`config.mk`:
```
export PLATFORM = sky130hd
export DESIGN_NAME = bbc_backlight_ctrl
export DESIGN_NICKNAME = d
export VERILOG_FILES = /design/src/logic/bbc_pkg.sv /design/src/logic/bbc_backlight_ctrl.sv
export VERILOG_INCLUDE_DIRS = /design/src /design/src/logic
export SDC_FILE = /design/constraint.sdc
export NUM_CORES = 1
export LEC_CHECK = 0
export ABC_AREA = 0
export BUFFER_PORTS_ARGS = -buffer_cell sky130_fd_sc_hd__buf_2
export CORE_MARGIN = 1.5
export CORE_UTILIZATION = 45
export DETAILED_ROUTE_END_ITERATION = 10
export PLACE_DENSITY = 0.63
export RECOVER_POWER = 50
export SLEW_MARGIN = 20
export SYNTH_ARGS = -nofsm -noshare
export SYNTH_HDL_FRONTEND = slang
export SYNTH_SLANG_ARGS = --single-unit
export TNS_END_PERCENT = 5
```
`constraint.sdc`:
```
create_clock -name i_clk_sys -period 9.75 [get_ports i_clk_sys]
set_clock_uncertainty 0.1 [all_clocks]
set_input_delay 0.4875 -clock i_clk_sys [delete_from_list [all_inputs] [get_ports i_clk_sys]]
set_output_delay 0.4875 -clock i_clk_sys [all_outputs]
set_load 0.05 [all_outputs]
```
`src/logic/bbc_defines.svh`:
```
`ifndef BBC_DEFINES_SVH
`define BBC_DEFINES_SVH
// Serial target address
`define BBC_DEV_ADDR      7'h36
// Register offsets
`define BBC_REG_SINK_BANK 8'h10
`define BBC_REG_SSR_A     8'h11
`define BBC_REG_SSR_B     8'h12
`define BBC_REG_RT_RAMP   8'h13
`define BBC_REG_RAMP_SEL  8'h14
`define BBC_REG_MAP_CFG   8'h16
`define BBC_REG_FS_A      8'h17
`define BBC_REG_FS_B      8'h18
`define BBC_REG_FB_EN     8'h19
`define BBC_REG_BOOST     8'h1A
`define BBC_REG_LSB_A     8'h20
`define BBC_REG_MSB_A     8'h21
`define BBC_REG_LSB_B     8'h22
`define BBC_REG_MSB_B     8'h23
`define BBC_REG_BANK_EN   8'h24
`define BBC_REG_OPEN      8'hB0
`define BBC_REG_SHORT     8'hB2
`define BBC_REG_FAULT_EN  8'hB4
// Reset values
`define BBC_RST_SINK_BANK 8'h06
`define BBC_RST_FS        8'h13
`define BBC_RST_FB_EN     8'h07
// Field positions
`define BBC_FLT_OPEN_BIT  0
`define BBC_FLT_SHORT_BIT 1
`define BBC_MAP_EXP_BIT   0
`define BBC_OVP_LO        1
`define BBC_OVP_HI        2
// Timing: clock period in ns, ramp unit in us
`define BBC_CLK_NS        4
`define BBC_RAMP_UNIT_US  1
`define BBC_CYC_PER_US    (1000 * `BBC_RAMP_UNIT_US / `BBC_CLK_NS)
`endif

```
`src/logic/bbc_pkg.sv`:
```
package bbc_pkg;
   typedef enum logic [2:0] {
      BBC_IDLE  = 3'b000,
      BBC_ADDR  = 3'b001,
      BBC_REG   = 3'b010,
      BBC_WDATA = 3'b011,
      BBC_RDATA = 3'b100
   } bbc_ser_e;

   typedef struct packed {
      logic [7:0]  full_scale;
      logic [10:0] level;
      logic        code_11bit;
      logic        enabled;
   } bbc_bank_s;

   typedef struct packed {
      logic       ovp_reach;
      logic       ovp_release;
      logic       ocp_trip;
      logic       cycle_clk;
      logic [2:0] sink_low;
      logic [2:0] short_det;
   } bbc_sense_s;
endpackage

```
`src/logic/bbc_backlight_ctrl.sv`:
```
`timescale 1ns/10ps
// Function
// - Select 00: start/stop at enable, run-time otherwise
// - Select 01: start/stop times for everything
// - Select 1x: start/stop at enable, level changes immediate once running
// - One mapping mode shared by both banks
// - Exponential 8-bit law scaled by duty
// - Exponential 11-bit uses code divided by 8
// - Linear 8-bit uses code over 255
// - Linear 11-bit uses code over 2047
// - Fault flags gated by fault enable bits
// - Open: sink low while at overvoltage limit
// - No feedback means no open fault
// - Open flags in bits 2:0 per string
// - Short: enabled sink with short comparator
// - Short flag in bit 0
// - Four overvoltage limits, default 16 V
// - Stop switching at limit, resume 1 V below
// - Overcurrent cuts switch for rest of cycle
// - Detect start, stop and bus busy
// - Repeated start handled like start
// - Lower byte reaches level on upper write, code_11bit at once
// - Respond to target address 0110110
`include "bbc_defines.svh"
module bbc_backlight_ctrl
   import bbc_pkg::*;
#(
   parameter int P_CYC_PER_US = `BBC_CYC_PER_US
) (
   // Clock and reset
   input  wire logic       i_clk_sys,
   input  wire logic       i_reset,
   // Serial port
   input  wire logic       i_scl,
   input  wire logic       i_sda,
   output logic            o_sda_out,
   output logic            o_sda_oe,
   output logic            o_bus_busy,
   // Analog sense
   input  wire bbc_sense_s i_sense,
   // Boost control
   output logic            o_switch_on_allow,
   output logic [1:0]      o_ovp_select,
   // Sinks and banks
   output logic [2:0]      o_sink_enable,
   output logic [2:0]      o_sink_bank_b,
   output logic            o_map_exponential,
   output bbc_bank_s       o_bank_a,
   output bbc_bank_s       o_bank_b
);
   localparam int NSYNC = $bits(bbc_sense_s) + 2;

   // Three-stage sync and agreement filter
   logic [NSYNC-1:0] sync1, sync2, sync3, filt;
   always_ff @(posedge i_clk_sys) begin
      sync1 <= {i_scl, i_sda, i_sense};
      sync2 <= sync1;
      sync3 <= sync2;
   end
   always_ff @(posedge i_clk_sys) begin
      if (i_reset) begin
         filt <= {2'b11, {($bits(bbc_sense_s)){1'b0}}};
      end else begin
         for (int k = 0; k < NSYNC; k++) begin
            if (sync2[k] == sync3[k]) begin
               filt[k] <= sync3[k];
            end
         end
      end
   end
   bbc_sense_s sense;
   logic       scl, sda, scl_d, sda_d, cyc_d;
   assign scl   = filt[NSYNC-1];
   assign sda   = filt[NSYNC-2];
   assign sense = filt[NSYNC-3:0];
   always_ff @(posedge i_clk_sys) begin
      if (i_reset) begin
         scl_d <= 1'b1;
         sda_d <= 1'b1;
         cyc_d <= 1'b0;
      end else begin
         scl_d <= scl;
         sda_d <= sda;
         cyc_d <= sense.cycle_clk;
      end
   end
   logic start_c, stop_c, scl_rise, scl_fall, cyc_start;
   assign start_c   = scl & scl_d & sda_d & ~sda;
   assign stop_c    = scl & scl_d & ~sda_d & sda;
   assign scl_rise  = scl & ~scl_d;
   assign scl_fall  = ~scl & scl_d;
   assign cyc_start = sense.cycle_clk & ~cyc_d;

   // Registers
   logic [7:0] sink_bank_assignment, run_ramp_times, ramp_select, map_config;
   logic [7:0] sink_feedback_enables, boost_config, bank_enables;
   logic [7:0] string_fault_enables, open_string_flags, short_string_flags;
   logic [7:0] start_stop_ramp [2];
   logic [7:0] full_scale      [2];
   logic [7:0] level_upper     [2];
   logic [2:0] level_lower     [2];
   logic [10:0] target         [2];

   // Serial engine
   bbc_ser_e   state;
   logic [3:0] bitcnt;
   logic [7:0] shreg, ptr;
   logic       drive_low, nack, wr_pulse;

   function automatic logic [7:0] reg_read(input logic [7:0] a);
      unique case (a)
         `BBC_REG_SINK_BANK: reg_read = sink_bank_assignment;
         `BBC_REG_SSR_A:     reg_read = start_stop_ramp[0];
         `BBC_REG_SSR_B:     reg_read = start_stop_ramp[1];
         `BBC_REG_RT_RAMP:   reg_read = run_ramp_times;
         `BBC_REG_RAMP_SEL:  reg_read = ramp_select;
         `BBC_REG_MAP_CFG:   reg_read = map_config;
         `BBC_REG_FS_A:      reg_read = full_scale[0];
         `BBC_REG_FS_B:      reg_read = full_scale[1];
         `BBC_REG_FB_EN:     reg_read = sink_feedback_enables;
         `BBC_REG_BOOST:     reg_read = boost_config;
         `BBC_REG_LSB_A:     reg_read = {5'h00, level_lower[0]};
         `BBC_REG_MSB_A:     reg_read = level_upper[0];
         `BBC_REG_LSB_B:     reg_read = {5'h00, level_lower[1]};
         `BBC_REG_MSB_B:     reg_read = level_upper[1];
         `BBC_REG_BANK_EN:   reg_read = bank_enables;
         `BBC_REG_OPEN:      reg_read = open_string_flags;
         `BBC_REG_SHORT:     reg_read = short_string_flags;
         `BBC_REG_FAULT_EN:  reg_read = string_fault_enables;
         default:            reg_read = 8'h00;
      endcase
   endfunction

   logic [7:0] rd_byte;
   always_comb begin
      rd_byte = reg_read(ptr);
   end

   always_ff @(posedge i_clk_sys) begin
      if (i_reset) begin
         state     <= BBC_IDLE;
         bitcnt    <= 4'h0;
         shreg     <= 8'h00;
         ptr       <= 8'h00;
         drive_low <= 1'b0;
         nack      <= 1'b0;
         wr_pulse  <= 1'b0;
      end else begin
         wr_pulse <= 1'b0;
         if (start_c) begin
            state     <= BBC_ADDR;
            bitcnt    <= 4'hF; // First fall after start is not a bit
            drive_low <= 1'b0;
         end else if (stop_c) begin
            state     <= BBC_IDLE;
            drive_low <= 1'b0;
         end else if (state != BBC_IDLE && scl_rise) begin
            if (bitcnt < 4'h8) begin
               if (state != BBC_RDATA) begin
                  shreg <= {shreg[6:0], sda};
               end
            end else begin
               nack <= sda;
            end
         end else if (state != BBC_IDLE && scl_fall) begin
            if (bitcnt < 4'h7 || bitcnt == 4'hF) begin
               bitcnt <= bitcnt + 4'h1;
               if (state == BBC_RDATA) begin
                  drive_low <= ~shreg[3'(6 - bitcnt)];
               end
            end else if (bitcnt == 4'h7) begin
               bitcnt <= 4'h8;
               unique case (state)
                  BBC_ADDR:  drive_low <= (shreg[7:1] == `BBC_DEV_ADDR);
                  BBC_REG:   drive_low <= 1'b1;
                  BBC_WDATA: begin
                     drive_low <= 1'b1;
                     wr_pulse  <= 1'b1;
                  end
                  default:   drive_low <= 1'b0;
               endcase
            end else begin
               bitcnt    <= 4'h0;
               drive_low <= 1'b0;
               unique case (state)
                  BBC_ADDR: begin
                     if (shreg[7:1] != `BBC_DEV_ADDR) begin
                        state <= BBC_IDLE;
                     end else if (shreg[0]) begin
                        state     <= BBC_RDATA;
                        shreg     <= rd_byte;
                        drive_low <= ~rd_byte[7];
                        ptr       <= ptr + 8'h01;
                     end else begin
                        state <= BBC_REG;
                     end
                  end
                  BBC_REG: begin
                     ptr   <= shreg;
                     state <= BBC_WDATA;
                  end
                  BBC_WDATA: ptr <= ptr + 8'h01;
                  BBC_RDATA: begin
                     if (nack) begin
                        state <= BBC_IDLE;
                     end else begin
                        shreg     <= rd_byte;
                        drive_low <= ~rd_byte[7];
                        ptr       <= ptr + 8'h01;
                     end
                  end
                  default: state <= BBC_IDLE;
               endcase
            end
         end
      end
   end
   assign o_sda_out  = 1'b0;
   assign o_sda_oe   = drive_low;
   assign o_bus_busy = (state != BBC_IDLE);

   // Register writes
   logic [7:0] en_rise;
   assign en_rise = (wr_pulse && ptr == `BBC_REG_BANK_EN) ? (shreg & ~bank_enables) : 8'h00;
   always_ff @(posedge i_clk_sys) begin
      if (i_reset) begin
         sink_bank_assignment  <= `BBC_RST_SINK_BANK;
         run_ramp_times        <= 8'h00;
         ramp_select           <= 8'h00;
         map_config            <= 8'h00;
         sink_feedback_enables <= `BBC_RST_FB_EN;
         boost_config          <= 8'h00;
         bank_enables          <= 8'h00;
         string_fault_enables  <= 8'h00;
         for (int b = 0; b < 2; b++) begin
            start_stop_ramp[b] <= 8'h00;
            full_scale[b]      <= `BBC_RST_FS;
            level_upper[b]     <= 8'h00;
            level_lower[b]     <= 3'h0;
            target[b]          <= 11'h000;
         end
      end else if (wr_pulse) begin
         unique case (ptr)
            `BBC_REG_SINK_BANK: sink_bank_assignment <= shreg;
            `BBC_REG_SSR_A:     start_stop_ramp[0] <= shreg;
            `BBC_REG_SSR_B:     start_stop_ramp[1] <= shreg;
            `BBC_REG_RT_RAMP:   run_ramp_times <= shreg;
            `BBC_REG_RAMP_SEL:  ramp_select <= shreg;
            `BBC_REG_MAP_CFG:   map_config <= shreg;
            `BBC_REG_FS_A:      full_scale[0] <= shreg;
            `BBC_REG_FS_B:      full_scale[1] <= shreg;
            `BBC_REG_FB_EN:     sink_feedback_enables <= shreg;
            `BBC_REG_BOOST:     boost_config <= shreg;
            `BBC_REG_LSB_A:     level_lower[0] <= shreg[2:0];
            `BBC_REG_LSB_B:     level_lower[1] <= shreg[2:0];
            `BBC_REG_MSB_A: begin
               level_upper[0] <= shreg;
               target[0]      <= {shreg, level_lower[0]};
            end
            `BBC_REG_MSB_B: begin
               level_upper[1] <= shreg;
               target[1]      <= {shreg, level_lower[1]};
            end
            `BBC_REG_BANK_EN:   bank_enables <= shreg;
            `BBC_REG_FAULT_EN:  string_fault_enables <= shreg;
            default:            ;
         endcase
      end
   end

   // Ramp step length in microseconds per code
   function automatic logic [15:0] step_us(input logic [3:0] c);
      unique case (c)
         4'h0: step_us = 16'h0001;
         4'h1: step_us = 16'h0080;
         4'h2: step_us = 16'h0100;
         4'h3: step_us = 16'h0200;
         4'h4: step_us = 16'h0400;
         4'h5: step_us = 16'h0800;
         4'h6: step_us = 16'h1000;
         4'h7: step_us = 16'h2000;
         4'h8: step_us = 16'h4000;
         4'h9: step_us = 16'h5000;
         4'hA: step_us = 16'h6000;
         4'hB: step_us = 16'h7000;
         4'hC: step_us = 16'h8000;
         4'hD: step_us = 16'hA000;
         4'hE: step_us = 16'hC000;
         4'hF: step_us = 16'hE000;
      endcase
   endfunction

   // Per-bank ramp engine
   logic [10:0] level [2];
   logic [1:0]  run;
   logic [1:0]  bank_on;
   assign bank_on = bank_enables[1:0];
   for (genvar b = 0; b < 2; b++) begin : g_bank
      logic [10:0] goal;
      logic [23:0] tmr;
      logic [3:0]  tcode;
      logic        up, instant;
      logic [1:0]  sel;
      assign sel  = ramp_select[2*b +: 2];
      assign goal = bank_on[b] ? target[b] : 11'h000;
      assign up   = goal > level[b];
      always_comb begin
         tcode = start_stop_ramp[b][3:0];
         if (!bank_on[b]) begin
            tcode = start_stop_ramp[b][3:0];
         end else if (!run[b]) begin
            tcode = start_stop_ramp[b][7:4];
         end else if (sel == 2'b00) begin
            tcode = up ? run_ramp_times[7:4] : run_ramp_times[3:0];
         end else begin
            tcode = up ? start_stop_ramp[b][7:4] : start_stop_ramp[b][3:0];
         end
      end
      assign instant = bank_on[b] & run[b] & sel[1];
      always_ff @(posedge i_clk_sys) begin
         if (i_reset) begin
            level[b] <= 11'h000;
            run[b]   <= 1'b0;
            tmr      <= 24'h000000;
         end else begin
            if (!bank_on[b]) begin
               run[b] <= 1'b0;
            end else if (level[b] == goal) begin
               run[b] <= 1'b1;
            end
            if (instant) begin
               level[b] <= goal;
               tmr      <= 24'h000000;
            end else if (level[b] == goal) begin
               tmr <= 24'h000000;
            end else if (tmr == 24'h000000) begin
               level[b] <= up ? level[b] + 11'h001 : level[b] - 11'h001;
               tmr      <= 24'(step_us(tcode) * P_CYC_PER_US - 1);
            end else begin
               tmr <= tmr - 24'h000001;
            end
         end
      end
   end

   // Bank outputs; law and duty scaling applied by the sink DAC
   assign o_map_exponential   = map_config[`BBC_MAP_EXP_BIT];
   assign o_bank_a.full_scale = full_scale[0];
   assign o_bank_a.level      = level[0];
   assign o_bank_a.code_11bit = (level_lower[0] != 3'h0);
   assign o_bank_a.enabled    = bank_on[0];
   assign o_bank_b.full_scale = full_scale[1];
   assign o_bank_b.level      = level[1];
   assign o_bank_b.code_11bit = (level_lower[1] != 3'h0);
   assign o_bank_b.enabled    = bank_on[1];
   assign o_sink_bank_b       = sink_bank_assignment[2:0];
   for (genvar s = 0; s < 3; s++) begin : g_sink
      assign o_sink_enable[s] = sink_bank_assignment[s] ? bank_on[1] : bank_on[0];
   end

   // Fault flags
   logic [2:0] open_set;
   logic       short_set, flt_clr;
   assign open_set  = {3{string_fault_enables[`BBC_FLT_OPEN_BIT] & sense.ovp_reach}}
                      & o_sink_enable & sink_feedback_enables[2:0] & sense.sink_low;
   assign short_set = string_fault_enables[`BBC_FLT_SHORT_BIT]
                      & |(o_sink_enable & sense.short_det);
   assign flt_clr   = |en_rise[1:0];
   always_ff @(posedge i_clk_sys) begin
      if (i_reset) begin
         open_string_flags  <= 8'h00;
         short_string_flags <= 8'h00;
      end else begin
         open_string_flags  <= {5'h00, (flt_clr ? 3'h0 : open_string_flags[2:0]) | open_set};
         short_string_flags <= {7'h00, (~flt_clr & short_string_flags[0]) | short_set};
      end
   end

   // Boost gating
   logic ovp_hold, ocp_off;
   always_ff @(posedge i_clk_sys) begin
      if (i_reset) begin
         ovp_hold <= 1'b0;
         ocp_off  <= 1'b0;
      end else begin
         if (sense.ovp_reach) begin
            ovp_hold <= 1'b1;
         end else if (sense.ovp_release) begin
            ovp_hold <= 1'b0;
         end
         if (sense.ocp_trip) begin
            ocp_off <= 1'b1;
         end else if (cyc_start) begin
            ocp_off <= 1'b0;
         end
      end
   end
   assign o_switch_on_allow = |bank_on & ~ovp_hold & ~ocp_off;
   assign o_ovp_select      = boost_config[`BBC_OVP_HI:`BBC_OVP_LO];
endmodule

```
Yosys cells after proc, flatten, opt, wreduce, memory -nomap -nowiden

Memory sizes are Yosys's and may differ from the RTL's.
Cells that the tools add are included.
W data, S select, Z words.

Divide/modulo/power cells: 0
Multiply operators: 2
Bitwise logic cells: 59
Reductions and logical operators: 44
Mux-type cells: 139
$add $sub $neg: 11
Magnitude comparators: 5
Shift-type cells: 0
Eq/ne operators: 60

Operator list:

| operator                | number |
|---|---|
| $mux W8                 | 18 |
| $pmux W8 S18            | 1 |
| $mux W16                | 8 |
| $mux W11                | 10 |
| $sub A24 B1 Y24 const B | 4 |
| $eq A8 B5 Y1 const B    | 10 |
| $mux W1                 | 71 |
| $mux W4                 | 16 |
| $logic_not A24 Y1       | 2 |
| $mux W24                | 2 |
| $mul A16 B7 Y23 const B | 2 |
| $eq A8 B6 Y1 const B    | 5 |
| $pmux W8 S4             | 1 |
| $eq A8 B8 Y1 const B    | 3 |
| $ne A3 B3 Y1 const B    | 8 |
| $add A11 B1 Y11 const B | 2 |
| $eq A11 B11 Y1          | 2 |
| $gt A11 B11 Y1          | 2 |
| $sub A11 B1 Y11 const B | 2 |
| $not A1 Y1              | 20 |
| $reduce_and A10 Y1      | 2 |
| $mux W3                 | 6 |
| $and A1 B1 Y1           | 17 |
| $ne A2 B2 Y1 const B    | 8 |
| other kinds (40)        | 98 |

Input port bits: 14
Bits in latches: 0
Word-level logic and storage cells: 373
Output and inout port bits: 55
Flip-flop bits (word level): 209
Memory bits (writable): 98
Memories kept: 8
Bits in read-only memories: 320

Memory list:

| name            | words | bits a word | rd ports | clocked after Yosys merged registers in | write ports | line                      | RTL |
|---|---|---|---|---|---|---|---|
| (no name shown) | 16    | 10          | 1        | 0                                       | 0           | bbc_backlight_ctrl.sv:273 | `unique case (c)` |
| (no name shown) | 16    | 10          | 1        | 0                                       | 0           | bbc_backlight_ctrl.sv:273 |  |
| level           | 2     | 11          | 2        | 0                                       | 2           | bbc_backlight_ctrl.sv:294 | `logic [10:0] level [2];` |
| target          | 2     | 11          | 2        | 0                                       | 2           | bbc_backlight_ctrl.sv:102 | `logic [10:0] target [2];` |
| full_scale      | 2     | 8           | 2        | 0                                       | 2           | bbc_backlight_ctrl.sv:99  | `logic [7:0] full_scale [2];` |
| level_upper     | 2     | 8           | 2        | 0                                       | 2           | bbc_backlight_ctrl.sv:100 | `logic [7:0] level_upper [2];` |
| +2 memories     | n/a   | n/a         | n/a      | n/a                                     | n/a         | n/a                       |  |

Longest topological paths before layout

An unclocked memory read counts as a cell.

Depth in word-level cells: 15
Gate-level depth with buffers: 33
Mapped depth without buffers: 30

Worst setup path before layout

No wires, ideal clock.

Path type: register to register
Start point: register bank_enables[1]
End point: register g_bank[1].tmr[22]
Clock period less this slack: 8143 ps
Stages on the path, launching flop included: 30
Buffers on the path: 2
Library setup time: 86 ps
Arrival time: 7957 ps
Path slack: 1607 ps
Data required time: 9564 ps
Cell sequence: dfxtp_1 -> clkbuf_1 -> clkbuf_1 -> and2_1 -> ha_1 -> nand3_1 -> nor4_4 -> nor2_1 -> nor2_2 -> mux4_1 -> a221o_1 -> or2_2 -> or2_2 -> inv_1 -> fa_1 -> inv_1 -> fa_1 -> fa_1 -> fa_1 -> inv_1 -> ha_1 -> a21boi_0 -> o21ai_0 -> a21oi_1 -> a21o_1 -> a21o_1 -> xor2_1 -> or4_1 -> xnor3_1 -> a221oi_2

Word-level cells in the longest chain between the ends: 14
Elaborated cells between the ends (all ways): 19
Classes of those cells: 1 x add/sub; 1 x mul; 1 x order compare; 1 x eq/ne; 11 x mux; 2 x bitwise; 1 x reduce/logical; 1 x memory

RTL lines:

| item                              | line                                                 | RTL |
|---|---|---|
| from (decl)                       | bbc_backlight_ctrl.sv:96                             | `logic [7:0] sink_feedback_enables, boost_config, bank_enables;` |
| from (signal assigned)            | bbc_backlight_ctrl.sv:264                            | `` `BBC_REG_BANK_EN: bank_enables <= shreg; `` |
| $mux W11                          | bbc_backlight_ctrl.sv:305                            | `assign goal = bank_on[b] ? target[b] : 11'h000;` |
| $gt A11 B11 Y1                    | bbc_backlight_ctrl.sv:306                            | `assign up = goal > level[b];` |
| $mux W4, on equally long branches | bbc_backlight_ctrl.sv:316, bbc_backlight_ctrl.sv:314 |  |
| $mux W4                           | bbc_backlight_ctrl.sv:313                            | `end else if (sel == 2'b00) begin` |
| $mux W4                           | bbc_backlight_ctrl.sv:311                            | `end else if (!run[b]) begin` |
| $mux W4                           | bbc_backlight_ctrl.sv:309                            | `if (!bank_on[b]) begin` |
| $mem_v2 Z16 W10                   | n/a                                                  |  |
| $mux W16                          | bbc_backlight_ctrl.sv:336                            | `end else if (tmr == 24'h000000) begin` |
| $mux W16                          | bbc_backlight_ctrl.sv:334                            | `end else if (level[b] == goal) begin` |
| $mux W16                          | bbc_backlight_ctrl.sv:331                            | `if (instant) begin` |
| $mux W16                          | bbc_backlight_ctrl.sv:321                            | `if (i_reset) begin` |
| $mul A16 B7 Y23                   | bbc_backlight_ctrl.sv:338                            | `tmr <= 24'(step_us(tcode) * P_CYC_PER_US - 1);` |
| $sub A24 B1 Y24                   | bbc_backlight_ctrl.sv:338                            |  |
| $mux W24                          | bbc_backlight_ctrl.sv:336                            |  |
| to (signal assigned)              | bbc_backlight_ctrl.sv:338                            |  |
| to (signal assigned)              | bbc_backlight_ctrl.sv:340                            | `tmr <= tmr - 24'h000001;` |
| to (decl)                         | bbc_backlight_ctrl.sv:300                            | `logic [23:0] tmr;` |

Several ways; a longest one is shown, not always the timed one. The select of a mux whose other input is x is not followed.
A chain may end at the register's enable or synchronous reset.

Final worst setup path

Same ends and word-level chain as after synthesis.

==> metrics.md <==
| Metric | Value |
|---|---|
| Synthesized instance count | `1916` |
| Share of cells above drive strength 1 | `0.0622` |
| Synthesis-stage register bit count | `279` |
| Final worst path period share | `0.929` |
| Failing checks | `capacitance limit, slew limit` |
| Fin nets | `2157` |
| Syn nets | `2119` |
| CTS tree | `yes` |
| First-pass GRT wire length | `72200 µm` |
| Worst-Skew Late Latency | `0.58 ns` |
| CTS root buffer | `clkbuf_16` |
| Leak pwr | `0.00777 µW` |
| Avg Cell Area, Syn | `9.07 µm²` |
| PwrDens | `172 nW/µm²` |
| Slew HR | `-1.01` |
| TritonCTS buffer count | `31` |
| Max Freq | `110 MHz` |
| Worst setup SP type | `flop` |
| Hold slack final | `0.226 ns` |
| Post-Syn Area | `17400 µm²` |
| Max_cap viols | `2` |
| Post-synth top flop | `dfxtp_1` |
| Vias in the first global route | `13500` |
| Clk sinks | `279` |
| Setup TNS | `0 ns` |
| CP most frequent cell | `fa_1` |
| Clock transition at path regs | `0.06 ns` |
| Critical path data required time | `10.12 ns` |
| Initial antenna violation count | `1` |
| Number of port buffers | `67` |
| HPWL after DPL | `33500 µm` |
| Core area | `37800 µm²` |
| Post-synth top area share | `0.227` |
| Vias | `14200` |
| CP max FO | `19` |
| Cell Rows | `71` |
| Post_cts resized | `0` |
| Synth Warn # | `0` |
| Die X | `199 µm` |
| CTS Buffer Depth | `3` |
| Top-count cell post-synth | `nand2_1` |
| Crit path largest cell delay | `0.72 ns` |
| Area delta synth->final | `10.3%` |
| Largest net degree at the start of global routing | `74` |
| Overflow after GRT | `0` |
| Via/cell ratio | `5.70` |
| Slew Viols, Final | `125` |
| Final hold viol count | `0` |
| Initial DRC count | `1080` |
| Worst setup slack after layout | `0.689 ns` |
| Critical path data arrival time | `9.44 ns` |
| H-tree levels | `1` |
| Shortest period the worst path allows | `9.06 ns` |
| Outcome | `finished with violations` |
| Placer's final routability congestion estimate | `0.914` |
| Hold Path Class | `reg2reg` |
| Maximum VDD drop | `0.167 mV` |
| Endpoints failing setup | `0` |
| Post-synthesis async set-or-reset flop share | `0` |
| Synth top area cells | `dfxtp_1 (23%), edfxtp_1 (14%), ha_1 (9.9%), fa_1 (6.0%), nand2_1 (4.5%)` |
| DIE AREA | `39800 µm²` |
| Most instantiated cells after synthesis | `nand2_1 (207), dfxtp_1 (197), a21oi_1 (154)` |
| Place WS | `0.781 ns` |
| Unrepaired setup endpoints after global routing | `false` |
| 1st-pass router iterations | `7` |
| # IOs | `69` |
| Post-CTS setup buffer count | `0` |
| Post-route ant nets | `0` |
| Layout Utilization | `0.506` |
| Post-synthesis sequential area ratio | `0.369` |
| Actual transition at the worst max-transition pin | `3.02 ns` |
| Netlist cell types | `82` |
| Critical path class | `reg2reg` |
| Critical Path Sink Type | `flop` |
| Gr usage total | `0.229` |
| EDFF count, synth | `82` |
| Cell taking the most area after synthesis | `dfxtp_1` |
| Initial Utilization | `0.459` |
| CP max stage cell | `a221oi_1` |
| Post-route DRC | `0` |
| Die height | `199 µm` |
| Routed wire per std cell | `18.2 µm` |
| WL final | `45400 µm` |
-- cell type report --
class | count | area (µm²)
fill | 3612 | 18700
multi-input combinational | 1398 | 10000
sequential | 279 | 6410
clock buffer | 40 | 852
tap | 511 | 639
inverter | 150 | 563
timing repair buffer | 94 | 485
clock inverter | 18 | 176
antenna | 1 | 2.50
-- metrics by stage --
stage / power (µW) / instance area (µm²) / cells
2_1_floorplan: 2000 / 17400 / 1916
3_3_place_gp: 2130 / 18100 / 2420
3_5_place_dp: 2150 / 18100 / 2420
4_1_cts: 3330 / 19300 / 2490
5_1_grt: 3480 / 19200 / 2491
6_report: 3310 / 19200 / 2491
-- repair_timing --
action	CTS	global route
setup endpoints to repair	0	0
hold endpoints to repair	12	0
hold buffers	12	0
-- report_power, final --
group          switching, µW  leakage, µW  internal [µW]
combinational            466      0.00482            304
sequential              81.1      0.00244           1280
clock                    495     0.000510            676
-- placed cells by master, fill, tap and decap left out, types with 14 or more instances in the layout --
| cell | n |
|---|---|
| a22oi_1 | 43 |
| buf_2 | 16 |
| xnor2_1 | 68 |
| nand3_1 | 83 |
| dfxtp_1 | 196 |
| o21ai_0 | 69 |
| nand4_1 | 17 |
| edfxtp_1 | 82 |
| inv_1 | 150 |
| a21o_1 | 23 |
| xor2_1 | 42 |
| clkbuf_16 | 32 |
| nor2_1 | 131 |
| and2_1 | 50 |
| fa_1 | 52 |
| nand2b_1 | 14 |
| a21oi_1 | 154 |
| nor3_1 | 31 |
| nor2b_1 | 18 |
| clkbuf_1 | 61 |
| ha_1 | 137 |
| a211oi_1 | 31 |
| nand2_1 | 207 |
-- kinds of logic after synthesis --
logic type,share of synthesized area
buffers and inverters,0.0535
adders and majority gates,0.159
muxes,0.0166
AOI/OAI and AO/OA,0.163
DFF,0.369
xor gates and xnor gates,0.0568
other,0.000216
and+or+nand+nor,0.182
-- per-layer routing --
metal / wire length (µm) / track usage / vias up
met5: 36 / 0.00639 / -
met4: 1280 / 0.0646 / 2
met3: 3580 / 0.0407 / 88
met2: 19900 / 0.355 / 534
met1: 20700 / 0.325 / 6721
li1: - / - / 6842
-- final timing paths --
path	startpoint	to	slack [ns]	cells after the start
min reg2reg	sync1[11]$_DFF_P_	sync2[11]$_DFF_P_	0.23	0
min	sync1[11]$_DFF_P_	sync2[11]$_DFF_P_	0.23	0
max reg2reg	bank_enables[1]$_SDFFE_PP0P_	g_bank[1].tmr[22]$_SDFF_PP0_	0.69	29
max	bank_enables[1]$_SDFFE_PP0P_	g_bank[1].tmr[22]$_SDFF_PP0_	0.69	29
-- critical path, delay by kind of cell (launching register included) --
kind | cells | cell delay (ns)
XOR/XNOR | 2 | 0.37
adder cells (fa/ha/maj) | 6 | 2.44
AND/OR/NAND/NOR | 6 | 2.01
flip-flops | 1 | 0.52
multiplexers | 1 | 0.42
AO/OA/AOI/OAI | 10 | 2.48
buffers and inverters | 4 | 0.62
-- flip-flops by register name (all words and copies together) (netlist names), 12 cells and up --
signal,flops
level,22
filt,12
full_scale,16
sync2,12
level_upper,15
start_stop_ramp,16
sync3,12
sync1,12
g_bank.tmr,48
Note: power is estimated with default switching activity, not from simulation.
